`src/logic/monitor_pkg.sv`:
```
/*
 * Constants, field layouts and types shared by the input power monitor.
 * Assumes a single sample clock domain for the monitor and its host port.
 */
package monitor_pkg;

   // ==========================================================
   // Widths of the sample, period and result fields.
   // ==========================================================
   localparam int PERIOD_W  = 24;
   localparam int MAG_W     = 15;
   localparam int THR_W     = 10;
   localparam int MEAN_W    = 6;
   localparam int EXP_W     = 4;
   localparam int MANT_W    = 20;
   localparam int SEL_W     = 2;

   // ==========================================================
   // Field positions.
   // ==========================================================
   localparam int MEAN_SHIFT  = 9;
   localparam int SEL_THR_BIT = 1;
   localparam int SEL_LOW_BIT = 0;
   localparam int THR_LSB     = MAG_W - THR_W;

   // ==========================================================
   // Reset values and timing counts.
   // ==========================================================
   localparam logic [PERIOD_W-1:0] PERIOD_RST = 24'h000000;
   localparam logic [PERIOD_W-1:0] STORE_RST  = 24'h000000;
   localparam logic [PERIOD_W-1:0] HOLD_RST   = 24'h000000;
   localparam logic [PERIOD_W-1:0] TIMER_LAST = 24'h000001;
   localparam logic [PERIOD_W-1:0] COUNT_STEP = 24'h000001;
   localparam logic [4:0]          ZERO_ALL   = 5'h18;
   localparam logic [4:0]          SHIFT_MAX  = 5'h0F;

   // ==========================================================
   // Types.
   // ==========================================================
   typedef logic [PERIOD_W-1:0] word_t;

   typedef enum logic [1:0] {
      MODE_PEAK   = 2'h0,
      MODE_MEAN   = 2'h1,
      MODE_THRESH = 2'h3
   } mode_e;

   typedef enum logic {
      ST_IDLE = 1'b0,
      ST_RUN  = 1'b1
   } run_e;

endpackage

```
`src/logic/mean_format_if.sv`:
```
/*
 * Carrier between the monitor core and its mean result formatter.
 * Assumes both ends sit in the same clock domain; the path is combinational.
 */
`timescale 1ns/10ps

interface mean_format_if;
   import monitor_pkg::*;

   word_t                  accum;
   logic [EXP_W-1:0]       expo;
   logic [MANT_W-1:0]      mant;

   modport source (output accum, input expo, input mant);
   modport shaper (input accum, output expo, output mant);
endinterface

```
`src/logic/mean_float_shaper.sv`:
```
/*
 * Turns the 24-bit mean accumulator into a 4-bit exponent and a 20-bit
 * mantissa. Assumes the caller registers the result.
 */
`timescale 1ns/10ps

module mean_float_shaper (
   mean_format_if.shaper fmt
);
   import monitor_pkg::*;

   logic [4:0]  zeros;
   logic [3:0]  shift;
   word_t       normal;

   // ==========================================================
   // Leading zero count.
   // ==========================================================
   // The highest set bit is seen last, so it decides the count.
   always_comb begin
      zeros = ZERO_ALL;
      for (int i = 0; i < PERIOD_W; i++) begin
         if (fmt.accum[i]) begin
            zeros = 5'(PERIOD_W - 1 - i);
         end
      end
   end

   // ==========================================================
   // Normalisation.
   // ==========================================================
   // The exponent saturates at its field width; small sums keep leading
   // zeros in the mantissa instead.
   always_comb begin
      if (zeros > SHIFT_MAX) begin
         shift = SHIFT_MAX[3:0];
      end else begin
         shift = zeros[3:0];
      end
      normal   = fmt.accum << shift;
      fmt.expo = shift;
      fmt.mant = normal[PERIOD_W-1:PERIOD_W-MANT_W];
   end

endmodule

```
`src/logic/input_power_monitor.sv`:
```
/*
 * Statistics block on the digitised input sample stream: peak magnitude,
 * mean magnitude or threshold crossing count over a programmed period,
 * moved into a holding register that the host reads.
 * Assumes samples and host strobes are produced on mclk, so no input
 * needs a synchroniser; a read strobe held high counts as one read.
 */
`timescale 1ns/10ps

// Operation
// - Two-bit select chooses peak, mean, or threshold counting.
// - Any select with upper bit set means threshold counting.
// - Exactly one function runs, repeating period after period.
// - 24-bit period loads a countdown on mode entry, counting at once.
// - Peak mode keeps the larger of input and storage.
// - At count one, transfer storage, reload timer, restart measurement.
// - Mean mode adds magnitude shifted right nine into 24-bit sum.
// - Mean restart loads the first sample, then accumulates.
// - Mean result is 4-bit exponent over 20-bit mantissa.
// - Threshold mode counts samples above the 10-bit upper threshold.
// - Threshold count clears to zero after each transfer except a read with clear-on-read off.
// - Threshold compare shares the gain control upper threshold.
// - Count one sets interrupt status; enabled status drives the pin.
// - Timer-disable keeps counting but stops transfers at count one.
// - Timer-disable lets a holding read transfer and reload timer.
// - Timer-disable still raises the interrupt at count one.
// - Clear-on-read matters only while timer-disable is set.
// - Both bits set: a read restarts storage and the loop.
// - Clear-on-read off: storage continues from its previous value.
module input_power_monitor (
   input  wire logic                             mclk,
   input  wire logic                             rst,
   input  wire logic [monitor_pkg::MAG_W-1:0]    sampleMag,
   input  wire logic                             periodWrite,
   input  wire monitor_pkg::word_t               periodData,
   input  wire logic                             monitorEnable,
   input  wire logic [monitor_pkg::SEL_W-1:0]    functionSelect,
   input  wire logic [monitor_pkg::THR_W-1:0]    upperThreshold,
   input  wire logic                             timerDisable,
   input  wire logic                             clearOnRead,
   input  wire logic                             irqEnable,
   input  wire logic                             irqClear,
   input  wire logic                             holdRead,
   output monitor_pkg::word_t                    holdingValue,
   output monitor_pkg::word_t                    monitorPeriodLength,
   output logic                                  monitorActive,
   output logic                                  irqStatus,
   output logic                                  interrupt_request_pin
);
   import monitor_pkg::*;

   // ==========================================================
   // Declarations.
   // ==========================================================
   run_e                runState_ff;
   run_e                nxt_runState;
   mode_e               mode_ff;
   mode_e               selMode;
   word_t               periodLength_ff;
   word_t               timer_ff;
   word_t               nxt_timer;
   word_t               magnitudeStorage_ff;
   word_t               nxt_magnitudeStorage;
   word_t               holding_ff;
   word_t               nxt_holding;
   word_t               restartValue;
   word_t               runValue;
   word_t               magWide;
   word_t               meanWide;
   logic [MEAN_W-1:0]   meanStep;
   logic [THR_W-1:0]    magTop;
   logic                overThreshold;
   logic                irqStatus_ff;
   logic                irqPin_ff;
   logic                holdReadPrev_ff;
   logic                readStrobe;
   logic                startMode;
   logic                periodEnd;
   logic                autoTransfer;
   logic                readTransfer;
   logic                anyTransfer;
   logic                reloadTimer;
   logic                restartStore;

   mean_format_if       meanFmt ();

   // ==========================================================
   // Mean result formatter.
   // ==========================================================
   mean_float_shaper shaper (
      .fmt (meanFmt.shaper)
   );

   assign meanFmt.accum = magnitudeStorage_ff;

   // ==========================================================
   // Function select decode.
   // ==========================================================
   // The lower select bit is a don't care once the upper bit is set.
   always_comb begin
      if (functionSelect[SEL_THR_BIT]) begin
         selMode = MODE_THRESH;
      end else if (functionSelect[SEL_LOW_BIT]) begin
         selMode = MODE_MEAN;
      end else begin
         selMode = MODE_PEAK;
      end
   end

   // ==========================================================
   // Sample derived terms.
   // ==========================================================
   // The threshold compares against the ten most significant magnitude
   // bits, the same view that the gain control logic takes.
   always_comb begin
      magWide       = word_t'(sampleMag);
      meanStep      = MEAN_W'(sampleMag >> MEAN_SHIFT);
      meanWide      = word_t'(meanStep);
      magTop        = sampleMag[MAG_W-1:THR_LSB];
      overThreshold = magTop > upperThreshold;
   end

   // ==========================================================
   // Period length register.
   // ==========================================================
   // A write while a mode runs takes effect at the next reload only.
   always_ff @(posedge mclk) begin
      if (rst) begin
         periodLength_ff <= PERIOD_RST;
      end else if (periodWrite) begin
         periodLength_ff <= periodData;
      end
   end

   // ==========================================================
   // Host read strobe.
   // ==========================================================
   // Only the first cycle of a read counts, so a host port that holds
   // its strobe for several cycles cannot transfer or clear the storage
   // more than once per access.
   always_ff @(posedge mclk) begin
      if (rst) begin
         holdReadPrev_ff <= 1'b0;
      end else begin
         holdReadPrev_ff <= holdRead;
      end
   end

   assign readStrobe = holdRead && !holdReadPrev_ff;

   // ==========================================================
   // Run control.
   // ==========================================================
   // A new mode is entered when the monitor is enabled from idle or when
   // the decoded function changes while running; only one function is ever live.
   always_comb begin
      startMode = monitorEnable &&
                  (runState_ff == ST_IDLE || selMode != mode_ff);
      if (monitorEnable) begin
         nxt_runState = ST_RUN;
      end else begin
         nxt_runState = ST_IDLE;
      end
   end

   always_ff @(posedge mclk) begin
      if (rst) begin
         runState_ff <= ST_IDLE;
      end else begin
         runState_ff <= nxt_runState;
      end
   end

   always_ff @(posedge mclk) begin
      if (rst) begin
         mode_ff <= MODE_PEAK;
      end else if (startMode) begin
         mode_ff <= selMode;
      end
   end

   // ==========================================================
   // Period end and transfer events.
   // ==========================================================
   // Mode entry outranks both period end and a host read in the same
   // cycle, since the measurement is being thrown away anyway.
   always_comb begin
      periodEnd    = runState_ff == ST_RUN && monitorEnable &&
                     !startMode && timer_ff == TIMER_LAST;
      autoTransfer = periodEnd && !timerDisable;
      readTransfer = runState_ff == ST_RUN && monitorEnable &&
                     !startMode && readStrobe && timerDisable;
      anyTransfer  = autoTransfer || readTransfer;
      reloadTimer  = startMode || periodEnd || readTransfer;
      restartStore = startMode || autoTransfer ||
                     (readTransfer && clearOnRead);
   end

   // ==========================================================
   // Monitor period timer.
   // ==========================================================
   // With transfers disabled the timer still wraps at one so that the
   // interrupt keeps its rhythm.
   always_comb begin
      if (reloadTimer) begin
         nxt_timer = periodLength_ff;
      end else if (runState_ff == ST_RUN) begin
         nxt_timer = timer_ff - COUNT_STEP;
      end else begin
         nxt_timer = timer_ff;
      end
   end

   always_ff @(posedge mclk) begin
      if (rst) begin
         timer_ff <= PERIOD_RST;
      end else begin
         timer_ff <= nxt_timer;
      end
   end

   // ==========================================================
   // Magnitude storage.
   // ==========================================================
   // Restart value: the current sample for peak and mean, zero for the
   // crossing count.
   always_comb begin
      case (selMode)
         MODE_PEAK: begin
            restartValue = magWide;
         end
         MODE_MEAN: begin
            restartValue = meanWide;
         end
         default: begin
            restartValue = STORE_RST;
         end
      endcase
   end

   // Running update for the function that is live.
   always_comb begin
      case (mode_ff)
         MODE_PEAK: begin
            if (magWide > magnitudeStorage_ff) begin
               runValue = magWide;
            end else begin
               runValue = magnitudeStorage_ff;
            end
         end
         MODE_MEAN: begin
            runValue = magnitudeStorage_ff + meanWide;
         end
         default: begin
            if (overThreshold) begin
               runValue = magnitudeStorage_ff + COUNT_STEP;
            end else begin
               runValue = magnitudeStorage_ff;
            end
         end
      endcase
   end

   // Without a restart, storage carries on from its old value, including
   // right after a host read with clear-on-read off.
   always_comb begin
      if (restartStore) begin
         nxt_magnitudeStorage = restartValue;
      end else if (runState_ff == ST_RUN) begin
         nxt_magnitudeStorage = runValue;
      end else begin
         nxt_magnitudeStorage = magnitudeStorage_ff;
      end
   end

   always_ff @(posedge mclk) begin
      if (rst) begin
         magnitudeStorage_ff <= STORE_RST;
      end else begin
         magnitudeStorage_ff <= nxt_magnitudeStorage;
      end
   end

   // ==========================================================
   // Holding register.
   // ==========================================================
   // The transfer takes storage as it stood before this cycle's sample.
   always_comb begin
      if (anyTransfer) begin
         if (mode_ff == MODE_MEAN) begin
            nxt_holding = {meanFmt.expo, meanFmt.mant};
         end else begin
            nxt_holding = magnitudeStorage_ff;
         end
      end else begin
         nxt_holding = holding_ff;
      end
   end

   always_ff @(posedge mclk) begin
      if (rst) begin
         holding_ff <= HOLD_RST;
      end else begin
         holding_ff <= nxt_holding;
      end
   end

   // ==========================================================
   // Interrupt status and pin.
   // ==========================================================
   // A period end in the clear cycle keeps the status set.
   always_ff @(posedge mclk) begin
      if (rst) begin
         irqStatus_ff <= 1'b0;
      end else if (periodEnd) begin
         irqStatus_ff <= 1'b1;
      end else if (irqClear) begin
         irqStatus_ff <= 1'b0;
      end
   end

   always_ff @(posedge mclk) begin
      if (rst) begin
         irqPin_ff <= 1'b0;
      end else begin
         irqPin_ff <= irqEnable &&
                      (irqStatus_ff || periodEnd);
      end
   end

   // ==========================================================
   // Outputs.
   // ==========================================================
   // The pin comes from its own flip-flop, so it never glitches.
   assign holdingValue          = holding_ff;
   assign monitorPeriodLength   = periodLength_ff;
   assign monitorActive         = runState_ff == ST_RUN;
   assign irqStatus             = irqStatus_ff;
   assign interrupt_request_pin = irqPin_ff;

endmodule

```
`config.mk`:
```
export PLATFORM = sky130hd
export DESIGN_NAME = input_power_monitor
export DESIGN_NICKNAME = d
export VERILOG_FILES = /design/src/logic/monitor_pkg.sv /design/src/logic/mean_format_if.sv /design/src/logic/mean_float_shaper.sv /design/src/logic/input_power_monitor.sv
export SDC_FILE = /design/constraint.sdc
export NUM_CORES = 1
export LEC_CHECK = 0
export BUFFER_PORTS_ARGS = -buffer_cell sky130_fd_sc_hd__buf_4
export CAP_MARGIN = 25
export CORE_AREA = 2 2 117 119
export CTS_CLUSTER_SIZE = 24
export DETAILED_ROUTE_END_ITERATION = 7
export DIE_AREA = 0 0 119 121
export GPL_TIMING_DRIVEN = 0
export MAX_ROUTING_LAYER = met4
export PLACE_DENSITY = 0.8
export SLEW_MARGIN = 10
export SYNTH_ARGS = -nofsm -noshare
export SYNTH_HDL_FRONTEND = slang
export SYNTH_SLANG_ARGS = --single-unit
```
`constraint.sdc`:
```
create_clock -name mclk -period 3.72 [get_ports mclk]
set_input_delay 0.744 -clock mclk [delete_from_list [all_inputs] [get_ports mclk]]
set_output_delay 0.744 -clock mclk [all_outputs]
set_load 0.01 [all_outputs]
```
### Yosys cells after proc, flatten, opt, wreduce, memory -nomap -nowiden

Cells that the tools add are included.

| cells by class | value |
|---|---|
| equality and inequality tests | 5 |
| magnitude comparators | 3 |
| add/subtract/negate cells | 3 |
| reductions and logical operators | 27 |
| multiplexer cells | 39 |
| shift operators | 1 |
| bitwise operators | 1 |

Operators with widths:

| cell | count |
|---|---|
| $mux 24 | 7 |
| $mux 5 | 16 |
| $pmux 24 s2 | 1 |
| $mux 4 | 9 |
| $pmux 15 s2 | 1 |
| $add 24x1->24 const B | 1 |
| $add 24x6->24 | 1 |
| $eq 24x1->1 const B | 1 |
| $gt 15x24->1 | 1 |
| $shl 24x4->24 | 1 |
| $sub 24x1->24 const B | 1 |
| $gt 10x10->1 | 1 |
| $logic_and 1x1->1 | 10 |
| $logic_or 1x1->1 | 7 |
| $reduce_bool 2->1 | 3 |
| $gt 5x4->1 const B | 1 |
| $eq 2x1->1 const B | 2 |
| $logic_not 2->1 | 2 |
| $mux 1 | 4 |
| $reduce_bool 4->1 | 1 |
| $logic_not 1->1 | 3 |
| $ne 3x3->1 const B | 1 |
| $reduce_and 3->1 | 1 |
| $mux 2 | 1 |
| other kinds (2) | 2 |

| storage, ports and cells | value |
|---|---|
| register bits | 102 |
| input port bits | 60 |
| logic and storage cells | 88 |
| output and inout bits | 51 |

### Longest topological paths before layout

Gate-level depths: netlist of the first run.

| logic depth | value |
|---|---|
| depth in word-level cells | 28 |
| gate-level depth with buffers | 15 |
| mapped depth without buffers | 13 |

### Cells and area by module

Synthesis of the first run repeated with hierarchy kept, for this count alone.

| second synthesis, totals | value |
|---|---|
| cell total of the unflattened synthesis | 988 |
| area total of the unflattened synthesis | 7,742.4 um^2 |

Modules (own cells, without submodules):

| module | cells each | instances | sequential area each (um^2) | area each (um^2) |
|---|---|---|---|---|
| input_power_monitor | 768 | 1 | 2,042.0 | 6,294.8 |
| mean_float_shaper | 220 | 1 | 0.0 | 1,447.6 |

### Least setup slack after synthesis of the first run

OpenSTA, ideal clock, no wires.

| timing path | value |
|---|---|
| path kind | reg2reg |
| from | register mode_ff[1] |
| to | register magnitudeStorage_ff[16] |
| buffers on the path | 2 |
| arrival time | 2,795 ps |
| library setup time | 70 ps |
| data required time | 3,650 ps |
| cell stages (with the launch flop) | 15 |
| slack | 855 ps |
| clock period less this slack | 2,865 ps |
| path through | dfxtp_1 clkbuf_1 nor2b_1 clkbuf_1 nand2b_1 ha_1 inv_1 fa_1 nor2b_1 o31a_1 o31ai_1 nor2_1 and3_1 or3b_2 a21oi_1 |

| on the way | value |
|---|---|
| longest elaborated chain between the ends | 11 |
| elaborated cells on any way between the ends | 21 |
| classes of those cells | eq/ne (3); mux (3); reduce/logical (15) |

RTL lines:

| element | line | text |
|---|---|---|
| from (decl) | input_power_monitor.sv:57 | `mode_e mode_ff;` |
| from (signal assigned) | input_power_monitor.sv:178 | `mode_ff <= selMode;` |
| $ne 2x2->1 | input_power_monitor.sv:158 | `(runState_ff == ST_IDLE \|\| selMode != mode_ff);` |
| $logic_or 1x1->1 | input_power_monitor.sv:158 |  |
| $logic_and 1x1->1 | input_power_monitor.sv:157 | `startMode = monitorEnable &&` |
| $logic_not 1->1 | input_power_monitor.sv:189, input_power_monitor.sv:192 |  |
| $logic_and 1x1->1 | input_power_monitor.sv:188, input_power_monitor.sv:191 |  |
| $logic_and 1x1->1, on equally long branches | input_power_monitor.sv:189, input_power_monitor.sv:192 |  |
| $logic_and 1x1->1, on equally long branches | input_power_monitor.sv:190, input_power_monitor.sv:192 |  |
| $logic_or 1x1->1 / $logic_and 1x1->1 (equally long branches) | input_power_monitor.sv:195, input_power_monitor.sv:196 |  |
| $logic_or 1x1->1 | input_power_monitor.sv:195 | `restartStore = startMode \|\| autoTransfer \|\|` |
| $ne 3x3->1 (no source line), or another cell as far along | n/a |  |
| $reduce_and 3->1 (no source line) | n/a |  |
| to (signal assigned) | input_power_monitor.sv:280 | `magnitudeStorage_ff <= nxt_magnitudeStorage;` |
| to (decl) | input_power_monitor.sv:62 | `word_t magnitudeStorage_ff;` |

Several ways; a longest one is shown, not always the timed one. The select of a mux whose other input is x is not followed.
A chain may end at the register's enable or synchronous reset.

### Final worst setup path of the first run

| timing path | value |
|---|---|
| from | register mode_ff[0] |
| to | register magnitudeStorage_ff[16] |

Same word-level chain as after synthesis.

==> metrics.txt, run 1 <==
antenna violations before repair=0; Yosys top cell by area=dfxtp_1; pin count of the biggest net entering global routing=20; Port-buffer cells=106; largest cells by area after synthesis=dfxtp_1, mux2i_1, nor2_1, ha_1, a21oi_1; GRT overflow=0; Slew Limit Fails=0; # Max-Cap Violations=0; Setup Skew=roughly 0.0087 ns; worst path cell trace=nor2b_1, clkbuf_2, nand2_1, fa_1, nor2b_1, o31a_1, o31ai_2, nor2_1, and3_1, or3b_2, a21oi_1; vias in the first global route=about 7600; area grow syn2layout=17.7%; RSZ-0062 raised after global routing=no; most frequent cells in the layout=nor2_1, buf_4, dfxtp_1; post-synthesis async set-or-reset flop share=0; initial core utilization=0.568; outcome=finished clean; Worst-Margin Slew=0.990 ns; Max transition margin=0.340; global-route wire length before repair=40700 microns; WS Path Type=flop to flop; Filler Cells Inserted=1184; crit-path leading delay family=simple AND/OR/NAND/NOR gates; Synth Net Count=1057; DR vias=7976; #FFs+latches synth=approximately 100; CTS root buf=clkbuf_16; CTS H-tree lvls=3; wire per inst=20.3 microns; Multi-input gate area=4880 sq um; routed vias/inst=between 6 and 7; Pwr Density=349 nW/um^2; total length of routed wires=25600 microns; Worst path max stage delay=0.45 ns; crit path max fanout=10; Crit. End Element=flop; most common cell after layout, fill and taps aside=nor2_1; number of flops mapped to enable cells by yosys=0; Final WS setup=roughly 0.26 ns; Worst Hold End=interrupt_request_pin; worst-case clock buffer depth=2; I/O Pins=111; total power=3050 uW; slowest stage cell, crit path=dfxtp_1; CTS buffer count=9; Seq/Total Area, Yosys=0.275; Core Area=13100 sq um; clock latency at the later pin of the worst-skew pair=0.36 ns; Worst Path Required=4.01 ns; FP Rows=42; prevailing post-synth register cell=dfxtp_1; min Tclk post-route=3.46 ns; GP Congestion=1.02; gr usage total=0.370; Place WS=-0.0534 ns; P_leak=0.00352 uW; Mapped Area=roughly 7400 sq um; CTS tree=yes; Yosys cell types=82; ANT cells=0; clk sinks=102; hold path cells=2; Worst Path Buf+Inv=1; starting DRC count in detailed routing=784; R2R setup slack=0.26 ns; RR Startpoint=mode_ff[0]; top cell type's share of synthesized area=0.275; worst reg2reg path endpoint=magnitudeStorage_ff[16]; Reg clk slew, reported paths=0.08 ns; Avg Inst Size Synth=just under 8 sq um; Finished Core Util=0.668; chip width=about 120 microns; Max Fclk=between 200 and 300 MHz; Nets=1173; crit path DAT=3.76 ns; Ys Warns=0; maximum vdd drop=0.277 mV; die area=14400 sq um; Detailed Routing Iterations Pass 1=5; # DRC=0; Hold Path Class=flop to flop; Critical Path Source Type=flop; cells after synthesis=963; CP dominant cell by count=nor2b_1; Tcrit/Tclk final=0.930; Hold Crit Start=irqStatus; R2R cell count=11; die height=around 120 microns; register area=2040 sq um; ratio of cells with drive above 1 in the final layout=0.167; antenna viol nets, final=0; Fin. Hold Viols=0; post-CTS setup buffers=0; hpwl dp=19300 microns; # setup viols final=0; Fin Hold WS=0.468 ns
worst max-delay path by stage:
stage / startpoint / endpoint / slack [ns] / cells past startpoint
4_1_cts: mode_ff[1] / magnitudeStorage_ff[22] / 0.06 / 12
5_1_grt: mode_ff[0] / magnitudeStorage_ff[14] / 0.10 / 14
6_report: mode_ff[0] / magnitudeStorage_ff[16] / 0.26 / 11
2_1_floorplan: mode_ff[1] / magnitudeStorage_ff[16] / 0.86 / 14
3_5_place_dp: mode_ff[1] / magnitudeStorage_ff[14] / -0.05 / 15
3_3_place_gp: mode_ff[1] / magnitudeStorage_ff[14] / -0.05 / 15
metal layers:
metal / GRT usage / vias up / share of wire
met3: 0.0667 / 74 / 0.085
li1: - / 3757 / -
met2: 0.582 / 394 / 0.46
met4: 0.178 / 0 / 0.042
met1: 0.460 / 3751 / 0.41
met5: - / - / 0
logic make-up (layout without fill, tap and decap cells):
| kind of cell | count (synthesis) | in the layout | share of synthesized area |
|---|---|---|---|
| muxes | 57 | 57 | 0.0795 |
| xor gates and xnor gates | 24 | 24 | 0.0283 |
| AOI/OAI and AO/OA | 280 | 280 | 0.262 |
| DFF | 102 | 102 | 0.275 |
| adders and majority gates | 34 | 34 | 0.0583 |
| and+or+nand+nor | 348 | 348 | 0.229 |
| buffers and inverters | 118 | 239 | 0.0687 |
tightest hold or removal path, stage by stage, from the launching register on:
cell and delay [ns]:
dfxtp_1 0.33, inv_1 0.05, a21oi_1 0.05
synthesized netlist by cell type, types with 6 or more instances:
| cell | instances |
|---|---|
| o31ai_1 | 8 |
| o21ai_1 | 12 |
| mux2i_1 | 50 |
| nor2b_1 | 11 |
| and2_1 | 8 |
| a31oi_1 | 8 |
| ha_1 | 33 |
| clkbuf_1 | 48 |
| dfxtp_1 | 102 |
| o221ai_1 | 7 |
| and3_1 | 10 |
| nand3_1 | 31 |
| nor2_1 | 132 |
| mux2_2 | 6 |
| nor4_1 | 16 |
| or3_1 | 10 |
| o211ai_1 | 12 |
| a21o_1 | 9 |
| inv_1 | 41 |
| nand2_1 | 55 |
| buf_4 | 6 |
| o21ai_0 | 35 |
| xnor2_1 | 14 |
| nand4_1 | 8 |
| nor3_1 | 31 |
| a211oi_1 | 37 |
| or4_1 | 6 |
| a21oi_1 | 73 |
| o22ai_1 | 6 |
| xor2_1 | 10 |
| nand2b_1 | 12 |
| buf_2 | 15 |
registers in the layout, summed over array words and instances, names as in the netlist:
signal / count
holdReadPrev_ff: 1
holdingValue: 24
interrupt_request_pin: 1
irqStatus: 1
magnitudeStorage_ff: 24
mode_ff: 2
monitorActive: 1
monitorPeriodLength: 24
timer_ff: 24
metrics by stage:
stage | cell area (sq um) | instances | TNS (ns)
6_report | 8740 | 1260 | 0
5_1_grt | 8740 | 1260 | 0
4_1_cts | 8740 | 1261 | 0
3_5_place_dp | 8440 | 1245 | -0.0844
3_3_place_gp | 8440 | 1245 | -0.0593
2_1_floorplan | 7430 | 963 | 0
power breakdown:
part | leakage (uW) | internal (uW) | total, uW | switching (uW)
sequential | 0.000834 | 1140 | 1190 | 47.8
combinational | 0.00255 | 349 | 911 | 561
clock | 0.000137 | 470 | 953 | 483
total | 0.00352 | 1960 | 3050 | 1090
timing repair:
item	4_1_cts	5_1_grt
hold buffers	0	0
setup endpoints to repair	2	9
gates resized for setup	1	2
cell type report:
type	instances	share of cell area
Buffer	76	0.0405
Clock buffer	9	0.0258
Clock inverter	7	0.00787
Inverter	41	0.0176
Multi-Input combinational cell	743	0.558
Sequential cell	102	0.234
Tap cell	176	0.0252
Timing Repair Buffer	106	0.0910
Note: power is estimated with default switching activity, not from simulation.
==> inputs of run 2 (changes only) <==
- CELL_PAD_IN_SITES_DETAIL_PLACEMENT: not set -> 1
- CELL_PAD_IN_SITES_GLOBAL_PLACEMENT: not set -> 2
- CORE_AREA: 2 2 117 119 -> 2 2 151 153
- DIE_AREA: 0 0 119 121 -> 0 0 153 155
- PLACE_DENSITY: 0.8 -> 0.82
==> run 2 against run 1 <==
Maximum frequency shrank 1.3%; global-route usage decreased by 12 points; final cell count rose by 8.6%; design area is 2.1% higher; sequential power hardly changed; total power grew 4.6%; critical path type unchanged; critical endpoint is now magnitudeStorage_ff[9]; highest routed layer unchanged.
==> metrics.txt, run 2 (synthesis results as in run 1) <==
outcome=finished clean; register area=2040 sq um (unchanged); min Tclk post-route=3.51 ns (+0.0461 ns); Port-buffer cells=106 (unchanged); routed vias/inst=5.78 (-8.7%); ANT cells=0 (unchanged); die area=23700 sq um (+65%); ratio of cells with drive above 1 in the final layout=0.169 (+0.00200); crit-path leading delay family=compound AO/OA/AOI/OAI gates; Max transition margin=0.367 (+0.0266); vias in the first global route=8106 (+6.8%); worst path cell trace=clkbuf_1, inv_1, ha_1, and3_1, o21ai_0, o21ai_0, o211a_1, o31a_1, nand2_1, clkbuf_1, o21ai_0, a311oi_1; worst reg2reg path endpoint=magnitudeStorage_ff[9]; critical path depth=12 (+1); Setup Skew=0.0126 ns (+0.00398 ns); I/O Pins=111 (unchanged); antenna viol nets, final=0 (unchanged); crit path DAT=3.77 ns (about the same); hpwl dp=22400 microns (+16%); total length of routed wires=29200 microns (+14%); die height=155 microns (+28%); chip width=153 microns (+29%); Nets=1172 (-0.085%); gr usage total=0.253 (-0.117); WS Path Type=flop to flop; initial core utilization=0.334 (-0.234); post-CTS setup buffers=0 (unchanged); Core Area=22200 sq um (+70%); Finished Core Util=0.402 (-0.266); R2R setup slack=0.21 ns (-0.05 ns); FP Rows=55 (+31%); most common cell after layout, fill and taps aside=nor2_1; # setup viols final=0 (unchanged); Hold Path Class=flop to flop; GP Congestion=0.922 (-9.5%); Post-CTS Hold Buffers=0 (unchanged); Worst Setup EP=magnitudeStorage_ff[9]; RSZ-0062 raised after global routing=no; Filler Cells Inserted=2758 (+130%); Multi-input gate area=4900 sq um (+0.36%); Slew Limit Fails=0 (unchanged); crit path max fanout=10 (unchanged); # Max-Cap Violations=0 (unchanged); DR vias=7906 (-0.88%); antenna violations before repair=0 (unchanged); worst-case clock buffer depth=2 (unchanged); Reg clk slew, reported paths=0.09 ns (about the same); Cell Area, Placed=8580 sq um (+1.6%); P_leak=0.00354 uW (+0.67%); CTS root buf=clkbuf_16; R2R cell count=12 (+1); Critical Path Source Type=flop; slowest stage cell, crit path=clkbuf_1; Final WS setup=0.213 ns (-0.0461 ns); GRT overflow=0 (unchanged); pin count of the biggest net entering global routing=21 (+5.0%); total power=3190 uW (+4.6%); clk sinks=102 (unchanged); Worst Path Required=3.98 ns (-0.03 ns); global-route wire length before repair=46300 microns (+14%); wire per inst=21.4 microns (+5.2%); Max Fclk=285 MHz (-1.3%); post-cts sizing count=2 (+1); CTS buffer count=9 (unchanged); Fin. Hold Viols=0 (unchanged); Hold Crit Start=irqStatus; Place WS=-0.475 ns (-0.422 ns); CTS tree=yes; fin area=8920 sq um (+2.1%); Detailed Routing Iterations Pass 1=5 (unchanged); Worst-Margin Slew=0.950 ns (-0.0399 ns); Worst path max stage delay=0.47 ns (+0.02 ns); CTS H-tree lvls=3 (unchanged); clock latency at the later pin of the worst-skew pair=0.37 ns (about the same); Critical Path Source=magnitudeStorage_ff[3]; starting DRC count in detailed routing=527 (-33%); Pwr Density=358 nW/um^2 (+2.4%); Crit. End Element=flop; Tcrit/Tclk final=0.943 (+0.0124); RR Startpoint=magnitudeStorage_ff[3]; # DRC=0 (unchanged); area grow syn2layout=20.1%; most frequent cells in the layout=nor2_1, buf_4, dfxtp_1; CP dominant cell by count=o21ai_0; Fin Hold WS=0.466 ns (-0.00217 ns); Worst Path Buf+Inv=3 (+2); maximum vdd drop=0.207 mV (-25%)
-- run 2: cell count changes in the layout (fill, tap and decap cells not counted), sizes merged --
cell,change
clkinv,-1
inv,+2
clkbuf,-1
clkinvlp,-2
bufinv,+1
-- run 2: cell type report --
cell class,instances,area share
Tap cell,285,0.0400
Timing Repair Buffer,106,0.0892
Clock inverter,7,0.0112
Multi-Input combinational cell,743,0.549
Clock buffer,9,0.0252
Inverter,41,0.0172
Sequential cell,102,0.229
Buffer,75,0.0395
-- run 2: worst min-delay path by stage --
stage / endpoint / slack [ns] / depth (start not counted)
after global placement: interrupt_request_pin / 0.45 / 2
after floorplan: interrupt_request_pin / 0.48 / 2
final: interrupt_request_pin / 0.47 / 2
after global routing: interrupt_request_pin / 0.49 / 2
after detailed placement: interrupt_request_pin / 0.46 / 2
after CTS: interrupt_request_pin / 0.47 / 2
-- run 2: where the power goes --
group / switching (uW) / internal, uW
combinational: 576 / 350
clock: 523 / 550
sequential: 51.5 / 1140
total: 1150 / 2040
-- run 2: metrics by stage --
stage	setup TNS, ns	instances
2_1_floorplan	0	963
3_3_place_gp	-2.36	1354
3_5_place_dp	-2.86	1354
4_1_cts	0	1370
5_1_grt	0	1368
6_report	0	1368
-- run 2: worst register-to-register path, delay by kind of cell, from the launching register on --
family          cells  cell delay (ns)
flops               1             0.36
buf+inv             3             1.01
fa+ha+maj           1             0.31
simple gates        2             0.33
compound gates      6             1.39
-- run 2: layer usage --
| layer | GRT usage | part of all wire |
|---|---|---|
| met5 | - | 0 |
| met4 | 0.0635 | 0.022 |
| met3 | 0.0309 | 0.045 |
| met2 | 0.434 | 0.48 |
| met1 | 0.318 | 0.45 |
==> inputs of run 3 (changes only) <==
- PLACE_DENSITY: 0.82 -> not set
- PLACE_DENSITY_LB_ADDON: not set -> 0.1
==> run 3 against run 2 <==
Non-clock buffer count is the same; die area stayed put; combinational power hardly changed; flip-flop and latch count is the same; core utilization shrank 0.19 points; critical path depth fell by 3; highest routed layer unchanged.
==> metrics.txt, run 3 (synthesis results as in run 1) <==
global-route wire length before repair=46500 microns (+0.33%); Post-CTS Hold Buffers=0 (unchanged); I/O Pins=111 (unchanged); crit path DAT=3.68 ns (-0.09 ns); CTS root buf=clkbuf_16; DR vias=7850 (-0.71%); hpwl dp=22800 microns (+1.8%); Port-buffer cells=106 (unchanged); wire per inst=21.6 microns (+1.0%); min Tclk post-route=3.42 ns (-0.0895 ns); Core Area=22200 sq um (unchanged); CTS buffer count=9 (unchanged); worst-case clock buffer depth=2 (unchanged); # DRC=0 (unchanged); # setup viols final=0 (unchanged); ratio of cells with drive above 1 in the final layout=0.169 (about the same); chip width=153 microns (unchanged); routed vias/inst=5.74 (-0.64%); vias in the first global route=8007 (-1.2%); # Max-Cap Violations=0 (unchanged); Fin. Hold Viols=0 (unchanged); starting DRC count in detailed routing=507 (-3.8%); pin count of the biggest net entering global routing=19 (-9.5%); Hold Path Class=flop to flop; Max Fclk=293 MHz (+2.6%); Critical Path Source Type=flop; outcome=finished clean; Finished Core Util=0.400 (-0.00191); crit path max fanout=10 (unchanged); WS Path Type=flop to flop; total length of routed wires=29500 microns (+0.94%); Reg clk slew, reported paths=0.08 ns (about the same); die height=155 microns (unchanged); Crit. End Element=flop; antenna viol nets, final=0 (unchanged); clock latency at the later pin of the worst-skew pair=0.37 ns (about the same); clk sinks=102 (unchanged); post-CTS setup buffers=0 (unchanged); area grow syn2layout=19.6%; Detailed Routing Iterations Pass 1=5 (unchanged); die area=23700 sq um (unchanged); FP Rows=55 (unchanged); RSZ-0062 raised after global routing=no; Tcrit/Tclk final=0.919 (-0.0240); maximum vdd drop=0.183 mV (-11%); Setup Skew=0.0153 ns (+0.00263 ns); gr usage total=0.257 (+0.00365); Pwr Density=345 nW/um^2 (-3.6%); Filler Cells Inserted=2777 (+0.69%); most frequent cells in the layout=nor2_1, buf_4, dfxtp_1; ANT cells=0 (unchanged); initial core utilization=0.334 (unchanged); Max transition margin=0.415 (+0.0483); Fin Hold WS=0.466 ns (+0.000277 ns); Worst Path Required=3.98 ns (about the same); CTS tree=yes; CTS H-tree lvls=3 (unchanged); Slew Limit Fails=0 (unchanged); Nets=1172 (unchanged); most common cell after layout, fill and taps aside=nor2_1; Worst-Margin Slew=0.877 ns (-0.0725 ns); GP Congestion=0.907 (-1.6%); antenna violations before repair=0 (unchanged); GRT overflow=0 (unchanged); P_leak=0.00352 uW (-0.61%)
## run 3: cell type report
cell class	instances	area [sq um]	share of cell area
Multi-Input combinational cell	743	4900	0.551
Sequential cell	102	2040	0.230
Timing Repair Buffer	106	796	0.0896
Tap cell	285	357	0.0401
Buffer	75	354	0.0399
Clock buffer	9	225	0.0254
Inverter	41	154	0.0173
Clock inverter	6	56.3	0.00634
## run 3: critical path: stages, from the launching register on
cell      delay [ns]
dfxtp_1         0.37
clkbuf_1        0.27
nor4_1          0.71
nand2_1         0.39
a31o_1          0.32
nand2_1         0.08
o31a_1          0.38
a21oi_1         0.32
a21o_1          0.25
a211o_1         0.24
## run 3: worst paths after layout
| check | start | end | slack (ns) | cells after the start |
|---|---|---|---|---|
| setup reg to reg | magnitudeStorage_ff[17] | magnitudeStorage_ff[6] | 0.30 | 9 |
| hold reg to reg | irqStatus | interrupt_request_pin | 0.47 | 2 |
| setup / recovery | magnitudeStorage_ff[17] | magnitudeStorage_ff[6] | 0.30 | 9 |
| hold / removal | irqStatus | interrupt_request_pin | 0.47 | 2 |
## run 3: repair_timing
action / 4_1_cts / 5_1_grt
pin swaps: 0 / 0
gates resized for setup: 2 / 7
setup endpoints to repair: 12 / 10
## run 3: per-stage QoR
step                      cell area (sq um)  setup WS [ns]  power (uW)  setup TNS (ns)  std cells
final                                  8880          0.303        3060               0       1367
after floorplan                        7430          0.855        1800               0        963
after global routing                   8880         0.0608        3240               0       1367
after CTS                              8870         0.0297        3090               0       1369
after detailed placement               8580         -0.518        2130           -3.36       1354
after global placement                 8580         -0.458        2120           -2.92       1354
## run 3: report_power, final
part           internal (uW)  switching, uW  total, uW
clock network            466            481        946
logic                    350            573        923
registers               1140           50.9       1190
## run 3: routing by layer
metal / vias up / GRT usage / routed length (microns)
met5: - / - / 0
met4: 0 / 0.0692 / 597
met3: 33 / 0.0301 / 1120
met2: 195 / 0.436 / 14400
met1: 3863 / 0.325 / 13400
li1: 3759 / - / -
